File: config.mk
export PLATFORM = sky130hd
export DESIGN_NAME = clock_gen_ctrl_registers
export DESIGN_NICKNAME = d
export VERILOG_FILES = /design/src/clock_gen_ctrl_pkg.sv /design/src/clock_gen_ctrl_registers.sv /design/src/edge_divider.sv
export SDC_FILE = /design/constraint.sdc
export NUM_CORES = 1
export LEC_CHECK = 0
export ABC_AREA = 1
export BUFFER_PORTS_ARGS = -buffer_cell sky130_fd_sc_hd__buf_2
export CAP_MARGIN = 0
export CELL_PAD_IN_SITES_DETAIL_PLACEMENT = 1
export CELL_PAD_IN_SITES_GLOBAL_PLACEMENT = 2
export CORE_MARGIN = 10
export CORE_UTILIZATION = 37
export DETAILED_ROUTE_END_ITERATION = 10
export GPL_ROUTABILITY_DRIVEN = 0
export PLACE_DENSITY = 0.91
export SYNTH_ARGS = -nofsm -noshare
export SYNTH_HDL_FRONTEND = slang
export SYNTH_SLANG_ARGS = --single-unit
File: constraint.sdc
create_clock -name clk_sys -period 3 [get_ports clk_sys]
set_input_delay 0.6 -clock clk_sys [delete_from_list [all_inputs] [get_ports clk_sys]]
set_output_delay 0.6 -clock clk_sys [all_outputs]
set_load 0.05 [all_outputs]
File: src/clock_gen_ctrl_pkg.sv
// Shared constants for the clock generator control register slice
package clock_gen_ctrl_pkg;

    // Register addresses on the serial control port
    localparam logic [11:0] ADDR_STATUS_SYNC = 12'h232;
    localparam logic [11:0] ADDR_POWER_DOWN = 12'h233;
    localparam logic [11:0] ADDR_UPDATE = 12'h234;
    localparam logic [11:0] ADDR_SEG_FIRST = 12'ha00;
    localparam logic [11:0] ADDR_SEG_LAST = 12'ha16;
    localparam int SEG_COUNT = 23;

    // Field positions in status_pin_and_sync_control
    localparam int BIT_MANUAL_SYNC = 0;
    localparam int BIT_DIV4_PIN_A = 2;
    localparam int BIT_DIV4_PIN_B = 3;
    localparam int BIT_BUSY_ON_PIN_A = 4;
    localparam logic [7:0] MASK_STATUS_SYNC = 8'h1d;

    // Field positions in section_power_down
    localparam int BIT_PD_DISTRIBUTION = 0;
    localparam int BIT_PD_SYNTH_LOOP = 1;
    localparam int BIT_PD_CLEANUP_LOOP = 2;
    localparam logic [7:0] MASK_POWER_DOWN = 8'h07;

    // Field position in update_all_strobe
    localparam int BIT_UPDATE = 0;
    localparam logic [7:0] MASK_UPDATE = 8'h01;

    // Reset values
    localparam logic [7:0] RESET_STATUS_SYNC = 8'h00;
    localparam logic [7:0] RESET_POWER_DOWN = 8'h07;

    // Monitor select codes
    localparam logic [5:0] MON_SYNTH_REF_HALF = 6'h16;
    localparam logic [5:0] MON_SYNTH_PFD_UP_HALF = 6'h17;
    localparam logic [5:0] MON_LAST_STATIC = 6'h0f;

    // Operation codes held in the segment list
    localparam logic [7:0] OP_UPDATE = 8'h80;
    localparam logic [7:0] OP_END = 8'hff;

    // Segment list reset image: seven entries of byte count, address high,
    // address low, then an update command and the end marker
    localparam logic [7:0] SEG_RESET [0:22] = '{
        8'h03, 8'h00, 8'h00,
        8'h05, 8'h00, 8'h04,
        8'h1f, 8'h00, 8'h10,
        8'h2f, 8'h01, 8'h90,
        8'h04, 8'h02, 8'h30,
        8'h0f, 8'h03, 8'h00,
        8'h07, 8'h04, 8'h00,
        OP_UPDATE, OP_END
    };

endpackage

File: src/clock_gen_ctrl_registers.sv
// Control register slice: status pin options, manual sync, power-down, update strobe, segment list
`timescale 1ns/1ps

////////////////////////////////////////////////////////////////////////////////
module clock_gen_ctrl_registers
    import clock_gen_ctrl_pkg::*;
#(
    parameter int SEG_IDX_W = 5
) (
    input wire logic clk_sys,
    input wire logic rst,
    input wire logic ce,
    input wire logic [11:0] reg_addr,
    input wire logic [7:0] reg_wdata,
    input wire logic reg_wr,
    input wire logic reg_rd,
    output logic [7:0] reg_rdata,
    output logic reg_rvalid,
    input wire logic sclk_rise,
    input wire logic [5:0] mon_sel_a,
    input wire logic [5:0] mon_sel_b,
    input wire logic mon_src_a,
    input wire logic mon_src_b,
    input wire logic synth_ref_clk,
    input wire logic synth_pfd_up,
    input wire logic nvm_busy,
    input wire logic divider_align_n,
    input wire logic nvm_update_req,
    input wire logic [SEG_IDX_W-1:0] nvm_seg_idx,
    output logic [7:0] nvm_seg_byte,
    output logic nvm_seg_is_update,
    output logic nvm_seg_is_end,
    output logic monitor_pin_a,
    output logic monitor_pin_b,
    output logic divider_sync_n,
    output logic pd_cleanup_loop,
    output logic pd_synth_loop,
    output logic pd_distribution,
    output logic update_pending
);

    ////////////////////////////////////////////////////////////////////////////
    // Decode helpers

    // Segment-window address test, used by both write and read paths
    function automatic logic in_seg(input logic [11:0] a);
        in_seg = (a >= ADDR_SEG_FIRST) && (a <= ADDR_SEG_LAST);
    endfunction

    // Monitor routing for one pin; reserved codes route a constant low
    // Codes below the halved sources come from the outside monitor logic
    function automatic logic mon_route(input logic [5:0] sel, input logic src,
                                       input logic ref_half, input logic pfd_half);
        if (sel == MON_SYNTH_REF_HALF) begin
            mon_route = ref_half;
        end else if (sel == MON_SYNTH_PFD_UP_HALF) begin
            mon_route = pfd_half;
        end else if (sel > MON_SYNTH_PFD_UP_HALF) begin
            mon_route = 1'b0;
        end else begin
            mon_route = src;
        end
    endfunction

    // Opcode test, used for the nvm lookup port
    function automatic logic is_op(input logic [7:0] b, input logic [7:0] op);
        is_op = (b == op);
    endfunction

    ////////////////////////////////////////////////////////////////////////////
    // Register storage
    // The status and power-down registers each keep a buffer copy that the host sees and an active
    // copy that drives the outputs; reads never show the active copy.

    logic [7:0] status_buf_reg;
    logic [7:0] status_act_reg;
    logic [7:0] pd_buf_reg;
    logic [7:0] pd_act_reg;
    logic update_reg;
    logic update_next;
    logic [7:0] seg_reg [0:SEG_COUNT-1];
    logic [7:0] rdata_reg;
    logic [7:0] rdata_next;
    logic rvalid_reg;

    // Address decode
    // Offsets outside the segment window never index the array; hit_seg guards them
    wire hit_status = (reg_addr == ADDR_STATUS_SYNC);
    wire hit_pd = (reg_addr == ADDR_POWER_DOWN);
    wire hit_update = (reg_addr == ADDR_UPDATE);
    wire hit_seg = in_seg(reg_addr);
    wire [4:0] seg_off = 5'(reg_addr - ADDR_SEG_FIRST);
    wire update_write = reg_wr & hit_update & reg_wdata[BIT_UPDATE];

    // The nvm path skips the serial edge because a restore runs with no host clock
    // copy on serial edge
    // A pending request copies at a serial clock rise; an nvm update opcode copies directly
    wire do_copy = (update_reg & sclk_rise) | nvm_update_req;

    // Writing zero to the update bit is harmless; it never cancels a request
    // self clearing update
    // A fresh write in the copy cycle keeps the request alive for the next rise
    assign update_next = update_write ? 1'b1 : (do_copy ? 1'b0 : update_reg);

    // reserved bits masked
    // Buffered registers; only defined bits are stored
    always_ff @(posedge clk_sys) begin
        if (rst) begin
            status_buf_reg <= RESET_STATUS_SYNC;
            pd_buf_reg <= RESET_POWER_DOWN;
            update_reg <= 1'b0;
        end else if (ce) begin
            if (reg_wr && hit_status) begin
                status_buf_reg <= reg_wdata & MASK_STATUS_SYNC;
            end
            if (reg_wr && hit_pd) begin
                pd_buf_reg <= reg_wdata & MASK_POWER_DOWN;
            end
            update_reg <= update_next;
        end
    end

    // active set gated
    // Active copies change only on an update, so writes alone never reach the pins
    always_ff @(posedge clk_sys) begin
        if (rst) begin
            status_act_reg <= RESET_STATUS_SYNC;
            pd_act_reg <= RESET_POWER_DOWN;
        end else if (ce && do_copy) begin
            status_act_reg <= status_buf_reg;
            pd_act_reg <= pd_buf_reg;
        end
    end

    // One process per entry keeps each reset value constant and the write
    // decode a single compare against the loop index
    // segment list storage
    genvar gi;
    generate
        for (gi = 0; gi < SEG_COUNT; gi++) begin : g_seg
            always_ff @(posedge clk_sys) begin
                if (rst) begin
                    seg_reg[gi] <= SEG_RESET[gi];
                end else if (ce && reg_wr && hit_seg && (seg_off == 5'(gi))) begin
                    seg_reg[gi] <= reg_wdata;
                end
            end
        end
    endgenerate

    ////////////////////////////////////////////////////////////////////////////
    // Read path

    // Reads return the buffer copies, so a read right after a write confirms it
    // even before any update has been issued
    // Read mux; unmapped addresses answer zero
    always_comb begin
        rdata_next = 8'h00;
        if (hit_status) begin
            rdata_next = status_buf_reg;
        end else if (hit_pd) begin
            rdata_next = pd_buf_reg;
        end else if (hit_update) begin
            rdata_next = {7'h00, update_reg} & MASK_UPDATE;
        end else if (hit_seg) begin
            rdata_next = seg_reg[seg_off];
        end
    end

    // Read data lands one cycle after the strobe
    // Data then holds between reads so a slow front end can pick it up late
    always_ff @(posedge clk_sys) begin
        if (rst) begin
            rdata_reg <= 8'h00;
            rvalid_reg <= 1'b0;
        end else if (ce) begin
            rvalid_reg <= reg_rd;
            if (reg_rd) begin
                rdata_reg <= rdata_next;
            end
        end
    end

    assign reg_rdata = rdata_reg;
    assign reg_rvalid = rvalid_reg & ce;
    assign update_pending = update_reg;

    ////////////////////////////////////////////////////////////////////////////
    // Nonvolatile controller lookup

    logic [7:0] seg_byte_reg;
    wire seg_idx_ok = (nvm_seg_idx < SEG_IDX_W'(SEG_COUNT));

    // The controller walks the list one index at a time; one cycle of latency
    // keeps the array read off its own timing path
    // Registered so the controller sees a stable byte; out-of-range reads as end
    always_ff @(posedge clk_sys) begin
        if (rst) begin
            seg_byte_reg <= OP_END;
        end else if (ce) begin
            seg_byte_reg <= seg_idx_ok ? seg_reg[nvm_seg_idx] : OP_END;
        end
    end

    assign nvm_seg_byte = seg_byte_reg;
    assign nvm_seg_is_update = is_op(seg_byte_reg, OP_UPDATE);
    assign nvm_seg_is_end = is_op(seg_byte_reg, OP_END);

    ////////////////////////////////////////////////////////////////////////////
    // Monitor pins

    logic ref_half;
    logic pfd_half;
    logic [1:0] mon_raw;
    logic [1:0] mon_quarter;
    logic [1:0] mon_div_en;
    logic pin_a_reg;
    logic pin_b_reg;

    // Trade-off: a select change can clip one period of the halved view
    // halved sources
    // Halved views are free-running so switching selects never glitches a counter
    edge_divider #(.CNT_W(1)) u_ref_half (
        .clk_sys(clk_sys),
        .rst(rst),
        .ce(ce),
        .sig_in(synth_ref_clk),
        .sig_out(ref_half)
    );

    edge_divider #(.CNT_W(1)) u_pfd_half (
        .clk_sys(clk_sys),
        .rst(rst),
        .ce(ce),
        .sig_in(synth_pfd_up),
        .sig_out(pfd_half)
    );

    assign mon_raw[0] = status_act_reg[BIT_BUSY_ON_PIN_A] ? nvm_busy
                      : mon_route(mon_sel_a, mon_src_a, ref_half, pfd_half);
    assign mon_raw[1] = mon_route(mon_sel_b, mon_src_b, ref_half, pfd_half);
    assign mon_div_en[0] = status_act_reg[BIT_DIV4_PIN_A];
    assign mon_div_en[1] = status_act_reg[BIT_DIV4_PIN_B];

    // Limitation: a frozen divided pin may rest high or low
    // pin B divide-by-4
    // pin A divide-by-4
    // A static code gives no edges, so the divided pin just freezes; software avoids that case
    generate
        for (gi = 0; gi < 2; gi++) begin : g_div4
            edge_divider #(.CNT_W(2)) u_quarter (
                .clk_sys(clk_sys),
                .rst(rst),
                .ce(ce),
                .sig_in(mon_raw[gi]),
                .sig_out(mon_quarter[gi])
            );
        end
    endgenerate

    // Pins are registered to keep them glitch free
    // The extra flop costs one cycle of lag on every monitored signal
    always_ff @(posedge clk_sys) begin
        if (rst) begin
            pin_a_reg <= 1'b0;
            pin_b_reg <= 1'b0;
        end else if (ce) begin
            pin_a_reg <= mon_div_en[0] ? mon_quarter[0] : mon_raw[0];
            pin_b_reg <= mon_div_en[1] ? mon_quarter[1] : mon_raw[1];
        end
    end

    assign monitor_pin_a = pin_a_reg;
    assign monitor_pin_b = pin_b_reg;

    ////////////////////////////////////////////////////////////////////////////
    // Sync and power-down outputs

    // Combinational so a low align pin acts at once, with no clock needed
    // manual divider sync
    assign divider_sync_n = divider_align_n & ~status_act_reg[BIT_MANUAL_SYNC];

    // Driven from the active copies only; the buffer side never reaches them
    // section power-down
    assign pd_cleanup_loop = pd_act_reg[BIT_PD_CLEANUP_LOOP];
    assign pd_synth_loop = pd_act_reg[BIT_PD_SYNTH_LOOP];
    assign pd_distribution = pd_act_reg[BIT_PD_DISTRIBUTION];

endmodule // clock_gen_ctrl_registers

File: src/edge_divider.sv
// Divides the rising-edge rate of a sampled level by a power of two
`timescale 1ns/1ps

module edge_divider #(
    parameter int CNT_W = 2
) (
    input wire logic clk_sys,
    input wire logic rst,
    input wire logic ce,
    input wire logic sig_in,
    output logic sig_out
);

    logic last_reg;
    logic [CNT_W-1:0] cnt_reg;
    wire rise = sig_in & ~last_reg;

    // Count input rising edges; the top count bit is the divided view
    always_ff @(posedge clk_sys) begin
        if (rst) begin
            last_reg <= 1'b0;
            cnt_reg <= '0;
        end else if (ce) begin
            last_reg <= sig_in;
            if (rise) begin
                cnt_reg <= cnt_reg + 1'b1;
            end
        end
    end

    assign sig_out = cnt_reg[CNT_W-1];

endmodule // edge_divider

**After elaboration in Yosys (flattened, before gate mapping)**

Memories as Yosys holds them, arrays and structs flattened.
Index checks and enable logic that the tools add are counted.

- Register bits: 44
- Bits in writable memories: 184
- Bits of input ports: 50
- Output and inout port bits: 26
- Word-level logic and storage cells: 247
- Memories: 1

- Add/sub/neg operators: 5
- Magnitude comparators: 5
- Equal/unequal tests: 31
- Multiplexer cells: 110
- Bitwise gates (word level): 38
- Reductions and logical operators: 39

Memories:

| name | words | width | read ports | clocked after Yosys merged registers in | wr ports | line | RTL |
|---|---|---|---|---|---|---|---|
| seg_reg | 23 | 8 | 2 | 0 | 23 | clock_gen_ctrl_registers.sv:81 | `logic [7:0] seg_reg [0:SEG_COUNT-1];` |

Operators by type and width:

| kind | count |
|---|---|
| 8-bit 2-to-1 mux | 28 |
| 1-bit 2-to-1 mux | 82 |
| 5-bit by 4-bit == test with 1-bit output, second input constant | 8 |
| 12-bit by 10-bit == test with 1-bit output, second input constant | 3 |
| 5-bit == test, second input constant | 7 |
| 1-bit logical AND | 29 |
| 6-bit by 5-bit == test with 1-bit output, second input constant | 4 |
| 1-bit bitwise OR | 24 |
| 5-bit by 3-bit == test with 1-bit output, second input constant | 4 |
| 8-bit == test, second input constant | 2 |
| 2-bit AND reduction | 8 |
| 12-bit greater-or-equal comparator, second input constant | 1 |
| 6-bit by 5-bit greater-than comparator with 1-bit output, second input constant | 2 |
| 12-bit less-or-equal comparator, second input constant | 1 |
| 5-bit by 2-bit == test with 1-bit output, second input constant | 2 |
| 1-bit bitwise AND | 9 |
| 5-bit by 1-bit == test with 1-bit output, second input constant | 1 |
| 5-bit logical NOT | 1 |
| 5-bit < comparator, second input constant | 1 |
| 1-bit NOT | 5 |
| 5-bit by 1-bit subtractor with 5-bit output, second input constant | 1 |
| 2-bit by 1-bit adder with 2-bit output, second input constant | 2 |
| 1-bit adder, second input constant | 2 |
| 2-bit nonzero test | 1 |

**Logic depth before layout (Yosys ltp)**

Gate-level depths: netlist of run 1.

- Word-level depth: 8
- Gate-level depth with buffers: 14
- Gate-level depth less buffers: 13

**Hierarchy**

From an unflattened synthesis of run 1, not the netlist that was laid out.

- Cells, all modules: 1,513
- Area total of the unflattened synthesis: 12,229.2 µm²

By module, submodules not included:

| module | instances | cells an instance | area each (µm²) | seq. area each (µm²) |
|---|---|---|---|---|
| clock_gen_ctrl_registers | 1 | 1,449 | 11,791.3 | 6,206.0 |
| edge_divider at g_div4[0].u_quarter ... | 2 | 20 | 135.1 | 60.1 |
| edge_divider at u_pfd_half ... | 2 | 12 | 83.8 | 40.0 |

**Worst setup path after synthesis of run 1**

OpenSTA, ideal clock, no wires.

- Path kind: reg-to-output
- From: reg seg_byte_reg[0], in the netlist nvm_seg_byte[0]
- To: out nvm_seg_is_update
- Arrival: 2.500 ns
- Required time: 2.400 ns
- Slack: -0.100 ns
- Stages on the path, launching flop included: 3
- Path buffers: 0
- Path through: dfxtp_1 -> or4_1 -> nor4_1

- Word-level cells in the longest chain between the ends: 1

RTL lines:

| item | line | RTL |
|---|---|---|
| start, declared | clock_gen_ctrl_registers.sv:191 | `logic [7:0] seg_byte_reg;` |
| start signal, assigned | clock_gen_ctrl_registers.sv:201 | `seg_byte_reg <= seg_idx_ok ? seg_reg[nvm_seg_idx] : OP_END;` |
| 8-bit == test | clock_gen_ctrl_registers.sv:67 | `is_op = (b == op);` |
| end, declared | clock_gen_ctrl_registers.sv:31 | `output logic nvm_seg_is_update,` |

Every way passes these cells.

**Worst setup path after layout of run 1**

Ends and elaborated chain as after synthesis.

==> flow_summary.ini, run 1 <==
[status]
status = finished, final reports clean

[worst_setup_path]
worst-path-buf-inv = 1
cp_slowest_stage_delay_ns = 0.54
end_kind = output port
crit_slowest_cell = or4_1
cp_top_family = simple AND/OR/NAND/NOR gates
cp-start-kind = flop
worst-setup-path-type = flop to output port
crit_path_cell_trace = or4_1, nor4_2, buf_2
path_max_fanout = 4
r2r_setup_slack_ns = 1.32
critPathRequiredTime_ns = 2.40
critPathArrivalTime_ns = 1.83

[synthesis]
syn-num-nets = 1543
synth_edf_count = 184
netlist-cell-type-count = 45
syn_inst = 1493
async_flop_share = 0
netlist_area_sq_um = 12200
syn_avg_cell_area_sq_um = 8.17
ys_seq_area_frac = 0.525
dominantRegCellSynth = edfxtp_1
yosys_warnings = 0
synth-seq-cells = 228

[place]
io_buffers = 75
dpl.cell_count = 1984
hpwl_microns = 33600

[route]
viasPerCell = 5.67
drcViolationCount = 0
drt_iter0_drc = 1092
vias = 11500
ant_nets = 0
route.detailed.wl_per_inst_microns = 23.0
drt-pass1-iter-count = 5
drt_wl_total_microns = 46700

[hold_path]
min_path_type = primary input to flop

[timing]
tightest_slew_ns = 0.756
fin_crit_sh = 0.809
final_hold_viol_count = 0
drv_slew = 0
holdWs_ns = 0.335
skew_ns = 0.0123
setup_viol = 0
rsz0062_at_grt = false
period_minus_slack_ns = 2.43
final.setup.tns_ns = 0
relSlewSlack = 0.495
timing.fmax_mhz = 412

[power_and_ir_drop]
p_leak_nw = 5.73
power_density_nw_per_um2 = 542
peakVddDrop_mv = 0.478

[finish]
nFillCells = 3989
drive_gt1_frac = 0.147
nNetsFinal = 1621
final_cells = 2034
syn2layout_area_growth_pct = 15.7
largest_reg_flops = 184

[die]
start_util = 0.375
core_sq_um = 32500
rows = 66
dieArea_sq_um = 40600
die_width_microns = 202
die_h_microns = 202
io_pins = 76

[cts]
cts_hold_buf = 0
cts_made_buffers = 27
clock-root-buffer = clkbuf_16
cts_resized = 0
clockBufferDepth = 3
clk_latency_ns = 0.55
post-cts-setup-buffers = 0
cts.htree.levels = 1
cts.sinks = 228
clkTransAtPathRegs_ns = 0.06
cts_tree = yes

[grt]
grt_pass1_vias = 11600
grt_pass1_wl_microns = 70600
antenna_found_initial = 1
grt_max_degree = 95
grt_usage = 0.222
grt_overflow_total = 0

[job]
cap_violations = 0
worst paths after layout:
kind                                   start                         endpoint  depth (start not counted)
max             nvm_seg_byte[0]$_SDFFE_PP1P_                nvm_seg_is_update                          3
min                             reg_wdata[0]      update_pending$_SDFFE_PP0P_                          3
max reg2reg      seg_reg[6][5]$_SDFFCE_PN0P_     nvm_seg_byte[5]$_SDFFE_PP1P_                          6
min reg2reg  u_ref_half.sig_out$_SDFFE_PP0P_  u_ref_half.sig_out$_SDFFE_PP0P_                          1
layer usage:
layer,vias to the layer above,part of all wire,global-route usage
met5,-,0,0
met1,5764,0.43,0.303
li1,5228,-,-
met2,474,0.46,0.357
met4,0,0.027,0.0652
met3,73,0.078,0.0339
cell type report:
class / instances / area (sq um) / area share
Multi-Input combinational cell: 1048 / 4930 / 0.350
Timing Repair Buffer: 146 / 983 / 0.0697
Inverter: 120 / 450 / 0.0319
Clock inverter: 21 / 100 / 0.00710
Clock buffer: 28 / 679 / 0.0482
Sequential cell: 228 / 6410 / 0.454
Antenna cell: 1 / 2.50 / 0.000177
Tap cell: 442 / 553 / 0.0392
metrics by stage:
stage / instance area, sq um / worst slack, ns / total power, mW / util
floorplan: 12200 / 0.355 / 4.27 / -
global placement: 13300 / 0.389 / 4.70 / 0.410
global route: 14100 / 0.514 / 7.90 / 0.434
finish: 14100 / 0.572 / 7.65 / 0.434
CTS: 14100 / 0.539 / 7.66 / 0.434
detailed placement: 13300 / 0.343 / 4.73 / 0.410
cells by family (layout without fill, tap and decap cells):
group                     after synthesis  after routing  share of synthesized area
xor gates and xnor gates                3              3                    0.00215
and+or+nand+nor                       708            708                      0.249
buffers and inverters                 217            315                     0.0709
other                                   0              1                          0
DFF                                   228            228                      0.525
AOI/OAI and AO/OA                     337            337                      0.152
worst min-delay path, cell delays in order:
cell and delay, ns:
buf_2 0.11, nand3_1 0.07, a21oi_1 0.05
report_power, final:
part	switching, mW	leakage, nW	total (mW)	internal, mW
Combinational	0.736	3.20	1.02	0.283
Clock	1.33	0.393	2.96	1.63
Sequential	0.104	2.13	3.67	3.56
Total	2.17	5.73	7.65	5.48
cells in the mapped netlist (6+ instances only):
| cell type | count | area, sq um |
|---|---|---|
| a21oi_1 | 86 | 430 |
| buf_1 | 6 | 22.5 |
| buf_2 | 18 | 90.1 |
| clkbuf_1 | 67 | 251 |
| dfxtp_1 | 44 | 881 |
| edfxtp_1 | 184 | 5530 |
| inv_1 | 109 | 409 |
| inv_2 | 8 | 30.0 |
| nand2_1 | 321 | 1200 |
| nand3_1 | 49 | 245 |
| nand3_2 | 12 | 120 |
| nand4_1 | 26 | 163 |
| nor2_1 | 263 | 987 |
| nor2_4 | 7 | 78.8 |
| nor3_1 | 6 | 30.0 |
| o211ai_1 | 18 | 135 |
| o21ai_0 | 151 | 756 |
| o21ai_1 | 6 | 30.0 |
| o22ai_1 | 55 | 344 |
placed cells by master (no fill, tap or decap), drive strengths merged, types with 2 or more instances in the layout:
master    n
nand4    28
dfxtp    44
a31oi     4
buf     146
nand2   328
nand3    62
a22oi     4
o21bai    3
nor2    273
or2       2
nor3      9
nor4      4
o21ai   157
a21oi    86
xor2      3
o31ai     2
clkinv   23
o211ai   19
inv     118
o22ai    55
clkbuf   28
edfxtp  184
o221ai    3
(Power assumes the default switching activity.)
==> run 2, diff against run 1 <==
ABC_AREA = 0   (was 1)
CORE_UTILIZATION = 43   (was 37)
clock period = 2.4 ns   (was 3 ns; I/O delays follow)
==> flow_summary.ini, run 2 <==
[worst_setup_path]
end_kind = flop
critPathArrivalTime_ns = 2.68
worst-setup-path-type = primary input to flop
crit_slowest_cell = or4b_1
crit_path_cell_trace = buf_2, or4b_1, buf_4, a2111oi_4, buf_4, nand3_1, nor2_1, and2_1
path_max_fanout = 8
critPathRequiredTime_ns = 2.79
cp_slowest_stage_delay_ns = 0.62
cp_common_cell = buf_4
cp-start-kind = primary input

[synthesis]
syn_avg_cell_area_sq_um = 12.8
synth_edf_count = 184
yosys.cell_count.top_type = edfxtp_1
netlist-cell-type-count = 59
syn_inst = 950
synthTopCellsByCount = 184 x edfxtp_1, 147 x and2_1, 78 x mux4_2, 68 x mux2i_1, 52 x nand2_1
yosys_warnings = 0
ys_seq_area_frac = 0.526
dominantRegCellSynth = edfxtp_1
synth_top_area_frac = 0.454
syn-num-nets = 1000
synth-seq-cells = 228
netlist_area_sq_um = 12200
async_flop_share = 0
yosys.area.top_type = edfxtp_1
synth.top_cells.by_area = edfxtp_1 45%, mux4_2 14%, and2_1 7.6%, dfxtp_1 7.2%, mux2i_1 5.6%

[place]
dpl.cell_count = 1436
hpwl_microns = 28500
io_buffers = 75
dp_slack_ns = -0.324

[hold_path]
min_path_type = primary input to flop

[power_and_ir_drop]
p_leak_nw = 5.46
peakVddDrop_mv = 0.513
power_density_nw_per_um2 = 669

[die]
core_sq_um = 27900
die_h_microns = 188
rows = 61
start_util = 0.437
io_pins = 76
die_width_microns = 188
dieArea_sq_um = 35400

[route]
ant_nets = 0
drt_wl_total_microns = 39100
drt-pass1-iter-count = 5
drt_iter0_drc = 710
viasPerCell = 5.97
route.detailed.wl_per_inst_microns = 26.4
vias = 8847
drcViolationCount = 0

[timing]
rsz0062_at_grt = false
relSlewSlack = 0.543
skew_ns = 0.0121
final_hold_viol_count = 0
timing.fmax_mhz = 437
setup_viol = 0
drv_slew = 0
setup_slack_ns = 0.112
fin_crit_sh = 0.953
final.setup.tns_ns = 0
period_minus_slack_ns = 2.29
tightest_slew_ns = 0.685

[finish]
layout_commonest_cell = edfxtp_1
diodes = 0
drive_gt1_frac = 0.312
nFillCells = 2869
final_util = 0.530
largest_reg_flops = 184
final_cells = 1482
syn2layout_area_growth_pct = 21.3
layout_common_cells = 184 x edfxtp_1, 147 x and2_1, 86 x buf_4, 78 x mux4_2, 75 x buf_2
nNetsFinal = 1136

[grt]
grt_max_degree = 44
grt_pass1_vias = 9513
grt_pass1_wl_microns = 59700
grt_usage = 0.220
antenna_found_initial = 0
grt_overflow_total = 0

[cts]
clk_latency_ns = 0.53
cts_made_buffers = 26
clkTransAtPathRegs_ns = 0.06
cts.sinks = 228
clockBufferDepth = 3
clock-root-buffer = clkbuf_16
cts_hold_buf = 0
post-cts-setup-buffers = 0
cts_tree = yes
cts.htree.levels = 1
cts_resized = 0

[status]
status = finished, final reports clean

[job]
cap_violations = 0
==> run 2: cell count changes in the layout (fill, tap and decap cells not counted), sizes merged, moves of 68 or more <==
| cell | previous run | this run |
|---|---|---|
| o21ai | 157 | 41 |
| nor2 | 273 | 48 |
| and2 | 0 | 147 |
| nand2 | 328 | 52 |
| mux4 | 0 | 78 |
| mux2i | 0 | 68 |
| inv | 118 | 7 |
==> run 2: routing by layer <==
metal  part of all wire  global-route usage
met5                  0                   0
met4              0.029              0.0677
met3              0.081              0.0460
met2               0.48               0.363
met1               0.41               0.284
==> run 2: logic make-up after synthesis <==
| logic type | after synthesis | synth area share |
|---|---|---|
| flip-flops | 228 | 0.526 |
| XOR/XNOR | 3 | 0.00216 |
| buffers and inverters | 80 | 0.0264 |
| AND/OR/NAND/NOR | 363 | 0.170 |
| multiplexers | 161 | 0.214 |
| AO/OA/AOI/OAI | 115 | 0.0606 |
==> run 2: worst max-delay path: cells and delay by family <==
family,cells,cell delay (ns)
AOI/OAI and AO/OA,1,0.35
buffers and inverters,3,0.50
and+or+nand+nor,4,1.34
==> run 2: final cells by class <==
type | instances | area, sq um | area share
clock buffers | 34 | 756 | 0.0512
inverters | 7 | 26.3 | 0.00178
repair buffers | 181 | 1420 | 0.0963
well taps | 378 | 473 | 0.0320
multi-input cells | 642 | 5570 | 0.377
flip-flops and latches | 228 | 6410 | 0.434
clock inverters | 12 | 105 | 0.00712
==> run 2: per-stage QoR <==
stage | instance area [sq um] | hold slack [ns] | power, mW
global placement | 13900 | 0.444 | 5.85
floorplan | 12300 | 0.445 | 5.35
detailed placement | 13900 | 0.448 | 5.90
CTS | 14800 | 0.217 | 9.90
finish | 14800 | 0.226 | 9.87
global route | 14800 | 0.232 | 10.2
==> run 2: worst paths after layout <==
kind,startpoint,endpoint,slack (ns),cells past startpoint
worst min-delay path,synth_pfd_up,u_pfd_half.last_reg$_SDFFE_PP0P_,0.23,3
worst min register to register,pd_act_reg[2]$_SDFFE_PP1P_,pd_act_reg[2]$_SDFFE_PP1P_,0.46,1
worst max register to register,seg_reg[7][6]$_SDFFCE_PN0P_,reg_rdata[6]$_SDFFE_PP0P_,0.40,4
worst max-delay path,reg_addr[6],seg_reg[20][1]$_SDFFCE_PN0P_,0.11,8
==> run 2: power breakdown <==
part / leakage [nW] / switching, mW / internal, mW / total (mW)
clock network: 0.431 / 1.62 / 2.41 / 4.03
logic: 2.90 / 0.734 / 0.529 / 1.26
registers: 2.13 / 0.127 / 4.45 / 4.58
==> run 3, diff against run 2 <==
RECOVER_POWER = 50   (was not set)
==> flow_summary.ini, run 3 (synthesis results as in run 2) <==
[status]
status = finished, final reports clean

[finish]
layout_commonest_cell = edfxtp_1
final_area_sq_um = 14500
final_cells = 1482
syn2layout_area_growth_pct = 19.2
nNetsFinal = 1136
final_util = 0.521
diodes = 0
drive_gt1_frac = 0.263
layout_common_cells = 184 x edfxtp_1, 106 x and2_1, 78 x mux4_2, 68 x mux2i_1, 58 x buf_4
largest_reg_flops = 184

[route]
drt_wl_total_microns = 39300
drt-pass1-iter-count = 6
drt_iter0_drc = 666
ant_nets = 0
vias = 8910
route.detailed.wl_per_inst_microns = 26.5
viasPerCell = 6.01
drcViolationCount = 0

[worst_setup_path]
cp-start-kind = primary input
r2r-start = seg_reg[7][6]$_SDFFCE_PN0P_
critPathRequiredTime_ns = 2.62
worst-setup-path-type = primary input to flop
r2r_cells = 4
end_kind = flop
r2r_end = reg_rdata[6]$_SDFFE_PP0P_
r2r_setup_slack_ns = 0.42
path_max_fanout = 15
critPathArrivalTime_ns = 2.59

[cts]
clock-root-buffer = clkbuf_16
clk_latency_ns = 0.54
post-cts-setup-buffers = 0
cts_hold_buf = 0
cts_tree = yes
cts.htree.levels = 1
clockBufferDepth = 3
clkTransAtPathRegs_ns = 0.06
cts.sinks = 228
cts_made_buffers = 26
cts_resized = 0

[power_and_ir_drop]
p_leak_nw = 5.22
power_mw = 9.85
peakVddDrop_mv = 0.515
power_density_nw_per_um2 = 679

[place]
dpl_cell_area_sq_um = 13900
dp_slack_ns = -0.324
dpl.cell_count = 1436
hpwl_microns = 28500
io_buffers = 75

[grt]
grt_usage = 0.220
grt_max_degree = 44
antenna_found_initial = 0
grt_overflow_total = 0
grt_pass1_wl_microns = 59700
grt_pass1_vias = 9513

[die]
start_util = 0.437
core_sq_um = 27900
dieArea_sq_um = 35400
io_pins = 76
die_width_microns = 188
die_h_microns = 188
rows = 61

[timing]
setup_viol = 0
relSlewSlack = 0.395
drv_slew = 0
setup_slack_ns = 0.0337
period_minus_slack_ns = 2.37
tightest_slew_ns = 0.908
rsz0062_at_grt = false
final_hold_viol_count = 0
holdWs_ns = 0.226
final.setup.tns_ns = 0
skew_ns = 0.0142
timing.fmax_mhz = 423
fin_crit_sh = 0.986

[job]
cap_violations = 0

[hold_path]
min_delay_path_depth = 3
min_from = synth_pfd_up
min_to = u_pfd_half.last_reg$_SDFFE_PP0P_
min_path_type = primary input to flop
==> run 3: worst max-delay path by stage <==
stage / start / end / slack [ns]
after CTS: reg_addr[6] / seg_reg[20][1]$_SDFFCE_PN0P_ / 0.15
after detailed placement: reg_addr[6] / seg_reg[20][2]$_SDFFCE_PN0P_ / -0.32
after floorplan: reg_addr[6] / seg_reg[19][0]$_SDFFCE_PN0P_ / -0.19
final: reg_addr[6] / seg_reg[9][5]$_SDFFCE_PN1P_ / 0.03
after global routing: reg_addr[6] / seg_reg[20][5]$_SDFFCE_PN0P_ / 0.006
after global placement: reg_addr[6] / seg_reg[20][4]$_SDFFCE_PN0P_ / -0.25
==> run 3: report_power, final <==
group	internal [mW]	switching [mW]
Combinational	0.505	0.726
Clock	2.41	1.62
Sequential	4.45	0.128
Total	7.37	2.48
==> run 3: per-layer routing <==
metal / track usage / vias to the layer above / routed length [microns]
met5: 0 / - / 0
met4: 0.0677 / 0 / 1130
met3: 0.0460 / 68 / 3260
met2: 0.363 / 388 / 18800
met1: 0.284 / 4591 / 16100
li1: - / 3863 / -
==> run 3: cell type report <==
class,count,area [sq um]
clock buffer,34,756
timing repair buffer,181,1230
clock inverter,12,105
fill,2919,13400
tap,378,473
inverter,7,26.3
sequential,228,6410
multi-input combinational,642,5510
==> run 3: worst max-delay path: stages <==
cell      delay, ns
buf_2          0.09
or4b_1         0.62
nor4b_4        0.40
clkbuf_1       0.19
nand2_1        0.13
buf_6          0.21
o21ai_0        0.18
clkbuf_2       0.29
